### src/logic/csi_pkg.sv
// Shared constants and carriers for the channel status and indicator pin block
package csi_pkg;

    // Register offsets
    localparam logic [7:0] CSI_CHAN_B_STATUS_ADDR = 8'h0d;
    localparam logic [7:0] CSI_INDICATOR_ADDR = 8'h0e;

    // Channel B status/control fields
    localparam int CSI_BIT_SOFT_RESET = 7;
    localparam int CSI_BIT_ENGINE_ON = 6;
    localparam int CSI_LATCHED_LSB = 3;
    localparam int CSI_LIVE_LSB = 0;

    // Flag index inside the three-bit fault vectors
    localparam int CSI_FLAG_OVERCURRENT = 2;
    localparam int CSI_FLAG_UNDERVOLT = 1;
    localparam int CSI_FLAG_LINE_FAULT = 0;
    localparam int CSI_NUM_FLAGS = 3;

    // Indicator pin control fields
    localparam int CSI_BIT_B_SECOND_LAMP = 7;
    localparam int CSI_BIT_B_ERROR_SEL = 6;
    localparam int CSI_BIT_B_FIRST_LAMP = 5;
    localparam int CSI_BIT_B_READY_SEL = 4;
    localparam int CSI_BIT_A_SECOND_LAMP = 3;
    localparam int CSI_BIT_A_ERROR_SEL = 2;
    localparam int CSI_BIT_A_FIRST_LAMP = 1;
    localparam int CSI_BIT_A_READY_SEL = 0;

    // Reset values
    localparam logic [7:0] CSI_INDICATOR_RESET = 8'h00;
    localparam logic [7:0] CSI_CHAN_B_INDICATOR_MASK = 8'hf0;
    localparam logic [7:0] CSI_UNMAPPED_READ = 8'h00;
    localparam logic [2:0] CSI_FLAGS_RESET = 3'h0;

    // Soft reset duration
    localparam int CSI_CLK_PERIOD_NS = 10;
    localparam int CSI_SOFT_RESET_NS = 20;
    localparam int CSI_SOFT_RESET_CYCLES_INT = (CSI_SOFT_RESET_NS + CSI_CLK_PERIOD_NS - 1) / CSI_CLK_PERIOD_NS;
    localparam logic [1:0] CSI_SOFT_RESET_CYCLES = 2'(CSI_SOFT_RESET_CYCLES_INT);

    typedef enum logic [1:0] {
        CSI_SR_IDLE = 2'b00,
        CSI_SR_CLEAR = 2'b01
    } csi_sr_state_e;

    // Register port request
    typedef struct packed {
        logic wr;
        logic rd;
        logic [7:0] addr;
        logic [7:0] wdata;
    } csi_reg_req_s;

    // Receive status from the framers, same clock
    typedef struct packed {
        logic chan_b_receive_fault_status;
        logic chan_b_receive_data_ready_status;
        logic chan_a_receive_fault_status;
        logic chan_a_receive_data_ready_status;
    } csi_rx_status_s;

    // Multipurpose indicator pins, high = asserted / lamp on
    typedef struct packed {
        logic chan_b_error_or_lamp_pin;
        logic chan_b_ready_or_lamp_pin;
        logic chan_a_error_or_lamp_pin;
        logic chan_a_ready_or_lamp_pin;
    } csi_pins_s;

endpackage : csi_pkg

### src/logic/csi_flag_latch.sv
// Clear-on-read latch of one live fault flag
`timescale 1ns/10ps
module csi_flag_latch
    import csi_pkg::*;
(
    // Clock and reset
    input wire logic clk,
    input wire logic rstn,
    input wire logic clk_en,
    // Flag in, clears in
    input wire logic live,
    input wire logic read_clear,
    input wire logic soft_clear,
    // Latched copy
    output logic latched,
    output logic rise
);

    typedef struct packed {
        logic prev;
        logic latched;
    } csi_flag_state_s;

    csi_flag_state_s state;
    csi_flag_state_s next_state;

    assign rise = live & ~state.prev;
    assign latched = state.latched;

    always_comb begin
        next_state = state;
        next_state.prev = live;
        // A rising edge beats a read in the same cycle; soft reset beats both
        if (soft_clear) begin
            next_state.latched = 1'b0;
        end else if (rise) begin
            next_state.latched = 1'b1;
        end else if (read_clear) begin
            next_state.latched = 1'b0;
        end
    end

    always_ff @(posedge clk or negedge rstn) begin
        if (!rstn) begin
            state <= '0;
        end else if (clk_en) begin
            state <= next_state;
        end
    end

endmodule : csi_flag_latch

### src/logic/csi_status_indicator.sv
// Channel B status/control register and indicator pin control register
// How it works
// - Writing one to soft reset clears channel B register bits and flushes the channel B queue.
// - Soft reset bit clears itself once the channel B reset is finished.
// - Soft reset leaves channel A bits and global bits untouched.
// - Engine-on bit hands the channel to internal engine; clear means external serial pins.
// - Latched overcurrent sets when live overcurrent rises from zero to one.
// - Latched undervoltage sets only on a rising live undervoltage flag.
// - Latched line fault sets only on a rising live line fault flag.
// - Latched flags are read-only and clear on read; other bits unchanged by reads.
// - Any set latched flag requests the global status interrupt.
// - Live overcurrent follows the supply current-limit detector.
// - Live undervoltage follows the undervoltage comparator.
// - Live line fault follows the line driver fault detector.
// - Channel B error select routes receive fault to pin, else lamp driver.
// - Channel B error pin ignores the receive fault interrupt mask.
// - Channel B second lamp bit drives pin only while error select is zero.
// - Channel B ready select routes data ready to pin, else lamp driver.
// - Channel B ready pin ignores the data ready interrupt mask.
// - Channel B first lamp bit drives pin only while ready select is zero.
// - Channel A second lamp bit drives pin only while error select is zero.
// - Channel A error select routes receive fault to pin, else lamp driver.
// - Channel A ready select routes data ready to pin, else first lamp bit.
`timescale 1ns/10ps
module csi_status_indicator
    import csi_pkg::*;
(
    // Clock, reset, enable
    input wire logic clk,
    input wire logic rstn,
    input wire logic clk_en,
    // Register port
    input wire csi_reg_req_s reg_req,
    output logic [7:0] reg_rdata,
    // Supply and line detectors, asynchronous
    input wire logic chan_b_supply_overcurrent_raw,
    input wire logic chan_b_supply_undervolt_raw,
    input wire logic chan_b_line_fault_raw,
    // Receive status from the framers
    input wire csi_rx_status_s rx_status,
    // Channel B control outputs
    output logic chan_b_message_engine_on,
    output logic chan_b_queue_flush,
    output logic chan_b_soft_reset,
    output logic global_status_irq,
    // Indicator pins
    output csi_pins_s pins
);

    typedef struct packed {
        logic [2:0] sync1;
        logic [2:0] sync2;
        csi_sr_state_e sr_state;
        logic [1:0] sr_count;
        logic engine_on;
        logic [7:0] indicator;
        logic [7:0] rdata;
        csi_pins_s pins;
    } csi_state_s;

    csi_state_s state;
    csi_state_s next_state;

    logic [2:0] live;
    logic [2:0] latched;
    logic [2:0] rise;
    logic status_read;
    logic status_write;
    logic indicator_write;
    logic resetting;

    assign live = state.sync2;
    assign status_read = reg_req.rd && (reg_req.addr == CSI_CHAN_B_STATUS_ADDR);
    assign status_write = reg_req.wr && (reg_req.addr == CSI_CHAN_B_STATUS_ADDR);
    assign indicator_write = reg_req.wr && (reg_req.addr == CSI_INDICATOR_ADDR);
    assign resetting = (state.sr_state == CSI_SR_CLEAR);

    // One latch per fault flag
    genvar gi;
    generate
        for (gi = 0; gi < CSI_NUM_FLAGS; gi++) begin : g_flag
            csi_flag_latch u_latch (
                .clk(clk),
                .rstn(rstn),
                .clk_en(clk_en),
                .live(live[gi]),
                .read_clear(status_read),
                .soft_clear(resetting),
                .latched(latched[gi]),
                .rise(rise[gi])
            );
        end
    endgenerate

    assign reg_rdata = state.rdata;
    assign chan_b_message_engine_on = state.engine_on;
    assign chan_b_queue_flush = resetting;
    assign chan_b_soft_reset = resetting;
    assign global_status_irq = |latched;
    assign pins = state.pins;

    always_comb begin
        next_state = state;
        // Detector inputs cross in from the analog side
        next_state.sync1 = {chan_b_supply_overcurrent_raw, chan_b_supply_undervolt_raw, chan_b_line_fault_raw};
        next_state.sync2 = state.sync1;

        // Register writes
        if (indicator_write) begin
            next_state.indicator = reg_req.wdata;
        end
        unique case (state.sr_state)
            CSI_SR_IDLE: begin
                if (status_write && reg_req.wdata[CSI_BIT_SOFT_RESET]) begin
                    next_state.sr_state = CSI_SR_CLEAR;
                    next_state.sr_count = CSI_SOFT_RESET_CYCLES - 2'd1;
                    next_state.engine_on = 1'b0;
                end else if (status_write) begin
                    next_state.engine_on = reg_req.wdata[CSI_BIT_ENGINE_ON];
                end
            end
            CSI_SR_CLEAR: begin
                // Writes to the status register are dropped while the reset runs
                next_state.engine_on = 1'b0;
                // Only the channel B half of the indicator register is reset
                next_state.indicator = (next_state.indicator & ~CSI_CHAN_B_INDICATOR_MASK) |
                                       (CSI_INDICATOR_RESET & CSI_CHAN_B_INDICATOR_MASK);
                if (state.sr_count == 2'd0) begin
                    next_state.sr_state = CSI_SR_IDLE;
                end else begin
                    next_state.sr_count = state.sr_count - 2'd1;
                end
            end
            // Unused codes fall back to idle rather than lock the channel
            default: begin
                next_state.sr_state = CSI_SR_IDLE;
            end
        endcase

        // Read data; reads never touch control or live bits
        if (reg_req.rd) begin
            if (status_read) begin
                next_state.rdata = {resetting, state.engine_on, latched, live};
            end else if (reg_req.addr == CSI_INDICATOR_ADDR) begin
                next_state.rdata = state.indicator;
            end else begin
                next_state.rdata = CSI_UNMAPPED_READ;
            end
        end

        // Pin muxes; interrupt masks are not consulted on purpose
        next_state.pins.chan_b_error_or_lamp_pin = state.indicator[CSI_BIT_B_ERROR_SEL] ?
            rx_status.chan_b_receive_fault_status : state.indicator[CSI_BIT_B_SECOND_LAMP];
        next_state.pins.chan_b_ready_or_lamp_pin = state.indicator[CSI_BIT_B_READY_SEL] ?
            rx_status.chan_b_receive_data_ready_status : state.indicator[CSI_BIT_B_FIRST_LAMP];
        next_state.pins.chan_a_error_or_lamp_pin = state.indicator[CSI_BIT_A_ERROR_SEL] ?
            rx_status.chan_a_receive_fault_status : state.indicator[CSI_BIT_A_SECOND_LAMP];
        next_state.pins.chan_a_ready_or_lamp_pin = state.indicator[CSI_BIT_A_READY_SEL] ?
            rx_status.chan_a_receive_data_ready_status : state.indicator[CSI_BIT_A_FIRST_LAMP];
    end

    always_ff @(posedge clk or negedge rstn) begin
        if (!rstn) begin
            state <= '{sync1: '0, sync2: '0, sr_state: CSI_SR_IDLE, sr_count: '0, engine_on: 1'b0,
                       indicator: CSI_INDICATOR_RESET, rdata: '0, pins: '0};
        end else if (clk_en) begin
            state <= next_state;
        end
    end

    // Checks run on enabled edges only, except c_freeze_write on every edge, since a low enable freezes everything
    a_sr_flush_start: assert property (@(posedge clk iff clk_en) disable iff (!rstn)
        (status_write && reg_req.wdata[CSI_BIT_SOFT_RESET] && !resetting)
        |=> chan_b_queue_flush ##1 (latched == 3'b000))
        else $error("soft reset did not start a flush");

    a_sr_self_clear: assert property (@(posedge clk iff clk_en) disable iff (!rstn)
        $rose(chan_b_soft_reset) |-> chan_b_soft_reset [*2] ##1 !chan_b_soft_reset)
        else $error("soft reset bit did not clear itself after two cycles");

    a_sr_keeps_a: assert property (@(posedge clk iff clk_en) disable iff (!rstn)
        (resetting && !indicator_write) |=> state.indicator[3:0] == $past(state.indicator[3:0]))
        else $error("channel A indicator bits changed during channel B reset");

    a_engine_write: assert property (@(posedge clk iff clk_en) disable iff (!rstn)
        (status_write && !reg_req.wdata[CSI_BIT_SOFT_RESET] && !resetting)
        |=> chan_b_message_engine_on == $past(reg_req.wdata[CSI_BIT_ENGINE_ON]))
        else $error("engine enable did not follow the write");

    a_overcurrent_latch: assert property (@(posedge clk iff clk_en) disable iff (!rstn)
        ($rose(live[CSI_FLAG_OVERCURRENT]) && !resetting) |=> latched[CSI_FLAG_OVERCURRENT] && global_status_irq)
        else $error("overcurrent rise not latched");

    a_undervolt_latch: assert property (@(posedge clk iff clk_en) disable iff (!rstn)
        (!latched[CSI_FLAG_UNDERVOLT] && !$rose(live[CSI_FLAG_UNDERVOLT])) |=> !latched[CSI_FLAG_UNDERVOLT])
        else $error("undervoltage latch set without a rising edge");

    a_line_fault_latch: assert property (@(posedge clk iff clk_en) disable iff (!rstn)
        ($rose(live[CSI_FLAG_LINE_FAULT]) && !resetting) |=> latched[CSI_FLAG_LINE_FAULT])
        else $error("line fault rise not latched");

    a_read_clears: assert property (@(posedge clk iff clk_en) disable iff (!rstn)
        (status_read && rise == 3'b000) |=> latched == 3'b000 && reg_rdata[5:3] == $past(latched))
        else $error("latched flags not returned and cleared by read");

    a_read_keeps_ctrl: assert property (@(posedge clk iff clk_en) disable iff (!rstn)
        (status_read && !reg_req.wr && !resetting) |=> $stable(chan_b_message_engine_on))
        else $error("read changed a control bit");

    a_live_readback: assert property (@(posedge clk iff clk_en) disable iff (!rstn)
        status_read |=> reg_rdata[2:0] == $past(live))
        else $error("live flags wrong in read data");

    a_read_race: assert property (@(posedge clk iff clk_en) disable iff (!rstn)
        (status_read && rise[CSI_FLAG_OVERCURRENT] && !resetting) |=> latched[CSI_FLAG_OVERCURRENT])
        else $error("flag rising during read was lost");

    a_b_error_pin: assert property (@(posedge clk iff clk_en) disable iff (!rstn)
        (state.indicator[CSI_BIT_B_ERROR_SEL] && rx_status.chan_b_receive_fault_status)
        |=> pins.chan_b_error_or_lamp_pin)
        else $error("channel B error pin not asserted");

    a_b_ready_lamp: assert property (@(posedge clk iff clk_en) disable iff (!rstn)
        !state.indicator[CSI_BIT_B_READY_SEL]
        |=> pins.chan_b_ready_or_lamp_pin == $past(state.indicator[CSI_BIT_B_FIRST_LAMP]))
        else $error("channel B first lamp not following its bit");

    a_a_ready_pin: assert property (@(posedge clk iff clk_en) disable iff (!rstn)
        state.indicator[CSI_BIT_A_READY_SEL]
        |=> pins.chan_a_ready_or_lamp_pin == $past(rx_status.chan_a_receive_data_ready_status))
        else $error("channel A ready pin not following data ready");

    // Raw flags need two enabled edges before the live bits see them
    a_live_overcurrent: assert property (@(posedge clk iff clk_en) disable iff (!rstn)
        live[CSI_FLAG_OVERCURRENT] == $past(chan_b_supply_overcurrent_raw, 2))
        else $error("live overcurrent lag wrong");

    a_live_undervolt: assert property (@(posedge clk iff clk_en) disable iff (!rstn)
        live[CSI_FLAG_UNDERVOLT] == $past(chan_b_supply_undervolt_raw, 2))
        else $error("live undervoltage lag wrong");

    a_live_line_fault: assert property (@(posedge clk iff clk_en) disable iff (!rstn)
        live[CSI_FLAG_LINE_FAULT] == $past(chan_b_line_fault_raw, 2))
        else $error("live line fault lag wrong");

    a_overcurrent_only_rise: assert property (@(posedge clk iff clk_en) disable iff (!rstn)
        (!latched[CSI_FLAG_OVERCURRENT] && !$rose(live[CSI_FLAG_OVERCURRENT])) |=> !latched[CSI_FLAG_OVERCURRENT])
        else $error("overcurrent latch set without rise");

    a_undervolt_rise_sets: assert property (@(posedge clk iff clk_en) disable iff (!rstn)
        ($rose(live[CSI_FLAG_UNDERVOLT]) && !resetting) |=> latched[CSI_FLAG_UNDERVOLT])
        else $error("undervoltage rise not latched");

    a_line_fault_only_rise: assert property (@(posedge clk iff clk_en) disable iff (!rstn)
        (!latched[CSI_FLAG_LINE_FAULT] && !$rose(live[CSI_FLAG_LINE_FAULT])) |=> !latched[CSI_FLAG_LINE_FAULT])
        else $error("line fault latch set without rise");

    // Pins are registered, so they answer the previous cycle
    a_b_error_follows: assert property (@(posedge clk iff clk_en) disable iff (!rstn)
        state.indicator[CSI_BIT_B_ERROR_SEL]
        |=> pins.chan_b_error_or_lamp_pin == $past(rx_status.chan_b_receive_fault_status))
        else $error("channel B error pin wrong");

    a_b_error_lamp: assert property (@(posedge clk iff clk_en) disable iff (!rstn)
        !state.indicator[CSI_BIT_B_ERROR_SEL]
        |=> pins.chan_b_error_or_lamp_pin == $past(state.indicator[CSI_BIT_B_SECOND_LAMP]))
        else $error("channel B second lamp wrong");

    a_b_ready_pin: assert property (@(posedge clk iff clk_en) disable iff (!rstn)
        state.indicator[CSI_BIT_B_READY_SEL]
        |=> pins.chan_b_ready_or_lamp_pin == $past(rx_status.chan_b_receive_data_ready_status))
        else $error("channel B ready pin wrong");

    a_a_error_lamp: assert property (@(posedge clk iff clk_en) disable iff (!rstn)
        !state.indicator[CSI_BIT_A_ERROR_SEL]
        |=> pins.chan_a_error_or_lamp_pin == $past(state.indicator[CSI_BIT_A_SECOND_LAMP]))
        else $error("channel A second lamp wrong");

    a_a_error_pin: assert property (@(posedge clk iff clk_en) disable iff (!rstn)
        state.indicator[CSI_BIT_A_ERROR_SEL]
        |=> pins.chan_a_error_or_lamp_pin == $past(rx_status.chan_a_receive_fault_status))
        else $error("channel A error pin wrong");

    a_a_ready_lamp: assert property (@(posedge clk iff clk_en) disable iff (!rstn)
        !state.indicator[CSI_BIT_A_READY_SEL]
        |=> pins.chan_a_ready_or_lamp_pin == $past(state.indicator[CSI_BIT_A_FIRST_LAMP]))
        else $error("channel A first lamp wrong");

    a_engine_hold: assert property (@(posedge clk iff clk_en) disable iff (!rstn)
        (!status_write && !resetting) |=> $stable(chan_b_message_engine_on))
        else $error("engine bit moved without a write");

    a_sr_engine_off: assert property (@(posedge clk iff clk_en) disable iff (!rstn)
        chan_b_soft_reset |-> !chan_b_message_engine_on)
        else $error("engine on during soft reset");

    a_sr_b_half: assert property (@(posedge clk iff clk_en) disable iff (!rstn)
        chan_b_soft_reset
        |=> (state.indicator & CSI_CHAN_B_INDICATOR_MASK) == (CSI_INDICATOR_RESET & CSI_CHAN_B_INDICATOR_MASK))
        else $error("channel B indicator half not reset");

    a_sr_flags_clear: assert property (@(posedge clk iff clk_en) disable iff (!rstn)
        chan_b_soft_reset |=> latched == 3'b000)
        else $error("latched flags survived soft reset");

    a_sr_write_dropped: assert property (@(posedge clk iff clk_en) disable iff (!rstn)
        (status_write && resetting) |=> !chan_b_message_engine_on)
        else $error("status write taken during soft reset");

    a_sr_read_busy: assert property (@(posedge clk iff clk_en) disable iff (!rstn)
        status_read |=> reg_rdata[CSI_BIT_SOFT_RESET] == $past(chan_b_soft_reset))
        else $error("soft reset bit read wrong");

    a_race_all_flags: assert property (@(posedge clk iff clk_en) disable iff (!rstn)
        (status_read && !resetting) |=> (latched & $past(rise)) == $past(rise))
        else $error("rise during read lost");

    a_read_keeps_indicator: assert property (@(posedge clk iff clk_en) disable iff (!rstn)
        (status_read && !indicator_write && !resetting) |=> $stable(state.indicator))
        else $error("read changed the indicator bits");

    a_irq_on_rise: assert property (@(posedge clk iff clk_en) disable iff (!rstn)
        (rise != 3'b000 && !resetting) |=> global_status_irq)
        else $error("rise did not raise the interrupt");

    a_irq_read_clear: assert property (@(posedge clk iff clk_en) disable iff (!rstn)
        (status_read && rise == 3'b000 && !resetting) |=> !global_status_irq)
        else $error("interrupt stayed after read");

    a_indicator_write: assert property (@(posedge clk iff clk_en) disable iff (!rstn)
        (indicator_write && !resetting) |=> state.indicator == $past(reg_req.wdata))
        else $error("indicator write not taken");

    c_soft_reset_done: cover property (@(posedge clk iff clk_en) disable iff (!rstn)
        $fell(chan_b_soft_reset));
    c_read_latched: cover property (@(posedge clk iff clk_en) disable iff (!rstn)
        status_read && latched != 3'b000);
    c_read_race: cover property (@(posedge clk iff clk_en) disable iff (!rstn)
        status_read && rise != 3'b000);
    c_ready_mode: cover property (@(posedge clk iff clk_en) disable iff (!rstn)
        state.indicator[CSI_BIT_B_READY_SEL] && pins.chan_b_ready_or_lamp_pin);
    c_freeze_write: cover property (@(posedge clk) disable iff (!rstn)
        !clk_en && reg_req.wr);

endmodule : csi_status_indicator
### config.mk
export PLATFORM = sky130hd
export DESIGN_NAME = csi_status_indicator
export DESIGN_NICKNAME = d
export VERILOG_FILES = /design/src/logic/csi_pkg.sv /design/src/logic/csi_flag_latch.sv /design/src/logic/csi_status_indicator.sv
export SDC_FILE = /design/constraint.sdc
export NUM_CORES = 1
export LEC_CHECK = 0
export BUFFER_PORTS_ARGS = -buffer_cell sky130_fd_sc_hd__buf_4
export CAP_MARGIN = 15
export CORE_MARGIN = 1.5
export CORE_UTILIZATION = 45
export CTS_CLUSTER_DIAMETER = 40
export DETAILED_ROUTE_END_ITERATION = 7
export MAX_ROUTING_LAYER = met4
export PLACE_DENSITY = 0.7
export SLEW_MARGIN = 10
export SYNTH_ARGS = -nofsm -noshare
export SYNTH_HDL_FRONTEND = slang
export SYNTH_SLANG_ARGS = --single-unit
### constraint.sdc
create_clock -name clk -period 2.1 [get_ports clk]
set_clock_uncertainty 0.2 [all_clocks]
set_input_delay 0.21 -clock clk [delete_from_list [all_inputs] [get_ports clk]]
set_output_delay 0.21 -clock clk [all_outputs]
set_load 0.005 [all_outputs]
== Yosys cells after proc, flatten, opt, wreduce, memory -nomap -nowiden ==
Index checks and enable logic that the tools add are counted.
Word-level totals
  output and inout port bits: 16
  register bits after elaboration: 37
Operators by class
  bitwise gates (word level): 6
  muxes and demuxes: 22
  eq/ne operators: 7
  add/sub/neg operators: 1
  reduce and logical (&&, ||, !) cells: 20
Operators by type and width (number)
  $mux 8: 4
  $eq 8x4->1 const B: 2
  $mux 1: 13
  $reduce_and 2->1: 5
  $reduce_bool 3->1: 3
  $pmux 3 s2: 1
  $reduce_and 3->1: 2
  $logic_and 1x1->1: 4
  $logic_not 2->1: 2
  $mux 2: 2
  $mux 4: 1
  $ne 2x2->1 const B: 2
  $pmux 2 s2: 1
  $reduce_and 4->1: 1
  $reduce_bool 2->1: 2
  $and 1x1->1: 3
  $ne 3x3->1 const B: 1
  $not 1->1: 3
  $reduce_or 3->1: 1
  $eq 2x1->1 const B: 1
  $ne 2x1->1 const B: 1
  $sub 2x1->2 const B: 1

== Depth between registers and ports, before layout ==
  depth after elaboration: 5
  depth in mapped cells: 6
  mapped depth without buffers: 4

== By module ==
Synthesis repeated with hierarchy kept, for this count alone.
Second synthesis, totals
  cells, all modules: 175
  area total of the unflattened synthesis: 1894.3 µm²
By module, submodules not included
  csi_status_indicator: cells each 151, instances 1, area an instance 1582.8 µm², sequential area each 750.7 µm²
  csi_flag_latch: cells each 8, instances 3, area an instance 103.8 µm², sequential area each 50.0 µm²

== Worst setup path after synthesis ==
Ideal clock, no wire load.
  kind: input -> register
  from: in reg_req[12] in the netlist's numbering
  to: reg state[12] in the netlist's numbering
  data arrival time: 1.078 ns
  slack: 0.697 ns
  cell stages on the path: 4
  buffers on the path: 0
  library setup time: 0.125 ns
  path through: and4bb_1 > and2_4 > nand4_4 > mux2_2
Between the ends
  cells in the longest elaborated chain, start to end: 4
RTL lines
  start: declaration: line csi_status_indicator.sv:33  | input wire csi_reg_req_s reg_req,
  $eq 8x4->1: line csi_status_indicator.sv:75  | assign indicator_write = reg_req.wr && (reg_req.addr == CSI_INDICATOR_ADDR);
  $logic_and 1x1->1: line csi_status_indicator.sv:75
  $mux 8: line csi_status_indicator.sv:109  | if (indicator_write) begin
  $mux 8: line csi_status_indicator.sv:112  | unique case (state.sr_state)
  end signal: assignment: line csi_status_indicator.sv:164  | state <= '{sync1: '0, sync2: '0, sr_state: CSI_SR_IDLE, sr_count: '0, engine_on: 1'b0,
  end signal: assignment: line csi_status_indicator.sv:167  | state <= next_state;
  end: declaration: line csi_status_indicator.sv:61  | csi_state_s state;
No other way between the ends. The select of a mux whose other input is x is not followed.
A chain may end at the register's enable or synchronous reset.

== Final worst setup path ==
  from: reg state[23] in the netlist's numbering
  to: reg state[22] in the netlist's numbering
Between the ends
  cells in the longest elaborated chain, start to end: 3
  elaborated cells on any way between the ends: 7
  classes of those cells: eq/ne: 3; mux: 1; reduce/logical: 3
RTL lines (line)
  $eq 2x1->1 or $logic_not 2->1 (tied branches): csi_status_indicator.sv:112
  $ne 2x2->1 (no source line) or $reduce_bool 2->1 (tied branches)
  $reduce_and 4->1 (no source line)
Several ways; a longest one is shown, not always the timed one.

==> flow_summary_export.csv <==
group,metric,value,unit
clocking,cts_buffers,5,
yosys,ys_ff_latch,36,
yosys,synth_nets,182,
drt,post_drt_wl_per_cell,14.23,µm
pwr,pwr_density_cell,709.0,nW/µm²
worst_setup_path,r2r-start,"state[23]$_DFFE_PN0P_",
global_routing,grt_pass1_wl,6134,µm
worst_setup_path,crit_required,2.06,ns
finish,multi_input_area,648.1,µm²
floorplan,placementRows,22,
pwr,leakagePower,0.9949,nW
floorplan,coreArea,3633,µm²
timing,tns,0,ns
yosys,avgSynthCellArea,11.13,µm²
floorplan,die_area,4162,µm²
finish,antennaDiodeCount,0,
floorplan,die_w,64.52,µm
floorplan,die_y,64.52,µm
finish,nNetsFinal,224,
timing,maxSlewHeadroom,69.17,%
worst_hold_path,hp-start,"reg_req[7]",
finish,fillCellCount,308,
timing,fin_crit,1.684,ns
clocking,cts_tree,"done",
flow_run,maxCapViolCount,0,
clocking,cts_root_buf,"clkbuf_8",
yosys,syn_inst,153,
place,hpwl,2523,µm
finish,drive_above_1_share,33.16,%
drt,drt_iter0_drc,60,
worst_setup_path,crit_path_start_kind,"flop",
timing,fmax,593.8,MHz
drt,avgViaCountPerCell,5.381,
pwr,worst_ir_drop_vdd,0.4927,mV
clocking,cts_sinks,36,
finish,final_cells,244,
worst_hold_path,hold_class,"input port to flop",
drt,final_antenna_net_count,0,
timing,holdWs,0.01417,ns
worst_setup_path,startpoint,"state[23]$_DFFE_PN0P_",
timing,setup_viol,0,
timing,slew_violations,0,
global_routing,grt_start_max_net_pins,37,
global_routing,grt_pass1_vias,1320,
drt,route.detailed.drc,0,
finish,seq_area,900.9,µm²
global_routing,grt_overflow,0,
pwr,power,1.548,mW
drt,totalWireLength,3472,µm
clocking,max-clock-path-buffers,2,
place,dpl.cell_count,225,
timing,final.period_utilization,80.20,%
yosys,synth-seq-area-share,52.90,%
drt,drt-pass1-iter-count,4,
yosys,synth_cell_types,31,
floorplan,ios,44,
clocking,cts_resized,0,
finish,fin_area,2183,µm²
clocking,clk_pin_slew,0.07,ns
floorplan,initial_core_util,46.87,%
global_routing,grt_use_total,19.68,%
worst_setup_path,worst_ep_arrival_time,1.64,ns
worst_setup_path,end_kind,"flop",
yosys,yosys_warnings,0,
global_routing,antenna_found_initial,0,
worst_setup_path,worstSetupPathType,"flop to flop",
outcome,status,"finished clean",
yosys,syn-cell-area,1703,µm²
finish,area_delta_synth_final,28.21,%
timing,finalHoldViolations,0,
worst_setup_path,cp_max_fo,7,
place,io_buffers,43,
clocking,clkLatencyLatePin,0.28,ns
clocking,htree_levels,2,
place,place_area,1966,µm²
drt,vias,1313,
timing,rsz0062_at_grt,"false",
timing,tightestPinTransition,0.4615,ns
place,gp_congestion,0.8437,
==> path summary, 6_finish.rpt <==
| check | to | slack, ns | depth (start not counted) |
|---|---|---|---|
| setup / recovery | state[22]$_DFFE_PN0P_ | 0.42 | 4 |
| hold / removal | state[19]$_DFFE_PN0P_ | 0.01 | 3 |
| setup reg to reg | state[22]$_DFFE_PN0P_ | 0.42 | 4 |
| hold reg to reg | reg_rdata[5]$_DFFE_PN0P_ | 0.28 | 2 |
| max in group asynchronous | state[23]$_DFFE_PN0P_ | 1.16 | 2 |
| min in group asynchronous | chan_b_message_engine_on$_DFFE_PN0P_ | 0.21 | 2 |
==> area by class of cell <==
| type | count | share of cell area (%) |
|---|---|---|
| clock inverters | 2 | 1.605 |
| repair buffers | 56 | 20.52 |
| well taps | 48 | 2.751 |
| flip-flops and latches | 36 | 41.26 |
| inverters | 5 | 0.8596 |
| clock buffers | 6 | 3.324 |
| multi-input cells | 91 | 29.68 |
==> registers in the layout, summed over array words and instances (netlist names) <==
signal / count
state: 11
reg_rdata: 8
pins: 4
g_flag.u_latch.latched: 3
g_flag.u_latch.state: 3
live: 3
next_state: 3
chan_b_message_engine_on: 1
==> synth_stat cells (all sizes together) <==
master	count	area, µm²
o211ai	1	7.510
and4bb	1	12.51
nand4b	1	8.760
o21a	1	7.510
a22oi	7	52.55
ha	1	12.51
nand4	2	27.53
a32o	6	60.06
buf	19	127.6
mux2i	4	40.04
and2	2	15.02
o31ai	8	60.06
nand3	3	15.01
dfrtp	36	900.9
o2bb2ai	1	8.760
a32oi	1	8.760
o32ai	1	8.760
a21o	1	7.510
nor2b	3	18.77
inv	5	18.77
nor2	7	26.28
mux2	10	112.6
o21ai	6	30.03
clkbuf	2	7.510
a21oi	4	20.02
or3	2	12.51
a41o	1	11.26
nand2	17	63.81
==> layer usage <==
layer,GRT usage (%),vias up,routed length (µm)
li1,-,629,-
met2,31.64,50,1743
met3,3.299,5,204
met4,8.245,0,49
met5,-,-,0
met1,24.89,629,1474
==> report_power, final <==
part           total, mW  internal, mW  switching (mW)
registers          0.770         0.739          0.0307
clock network      0.580         0.352           0.228
logic              0.198         0.105          0.0930
==> critical path, cell delays in order (launching register included) <==
cell and delay [ns]:
dfrtp_1 0.46, nor2b_1 0.42, nand4_1 0.15, nor2_1 0.21, o32ai_1 0.13
==> metrics by stage <==
stage	setup WS (ns)	util (%)
floorplan	0.6970	-
global placement	0.4529	54.10
detailed placement	0.3859	54.10
CTS	0.4625	60.09
global route	0.3110	60.09
finish	0.4158	60.09
==> kinds of logic (layout without fill, tap and decap cells) <==
family / Yosys count / after routing / share of synthesized area [%]
mux: 14 / 14 / 8.964
simple gates: 38 / 38 / 11.76
compound gates: 38 / 38 / 16.61
fa+ha+maj: 1 / 1 / 0.7346
buf+inv: 26 / 69 / 9.038
flops: 36 / 36 / 52.90
==> placed cells by master (no fill, tap or decap), types with 4 or more instances in the layout <==
master,netlist,routed
buf_4,13,45
mux2i_1,4,4
o31ai_1,8,8
dlygate4sd3_1,0,11
nand2_1,17,17
a21oi_1,4,4
a22oi_1,7,7
inv_1,5,5
a32o_1,6,6
dfrtp_1,36,36
o21ai_0,6,6
mux2_2,10,10
nor2_1,7,7
clkbuf_8,0,5
==> repair_timing <==
action,4_1_cts,5_1_grt
hold endpoints to repair,46,0
buffers inserted,0,0
hold buffers,11,0
Power figures use the tool's default switching activity.
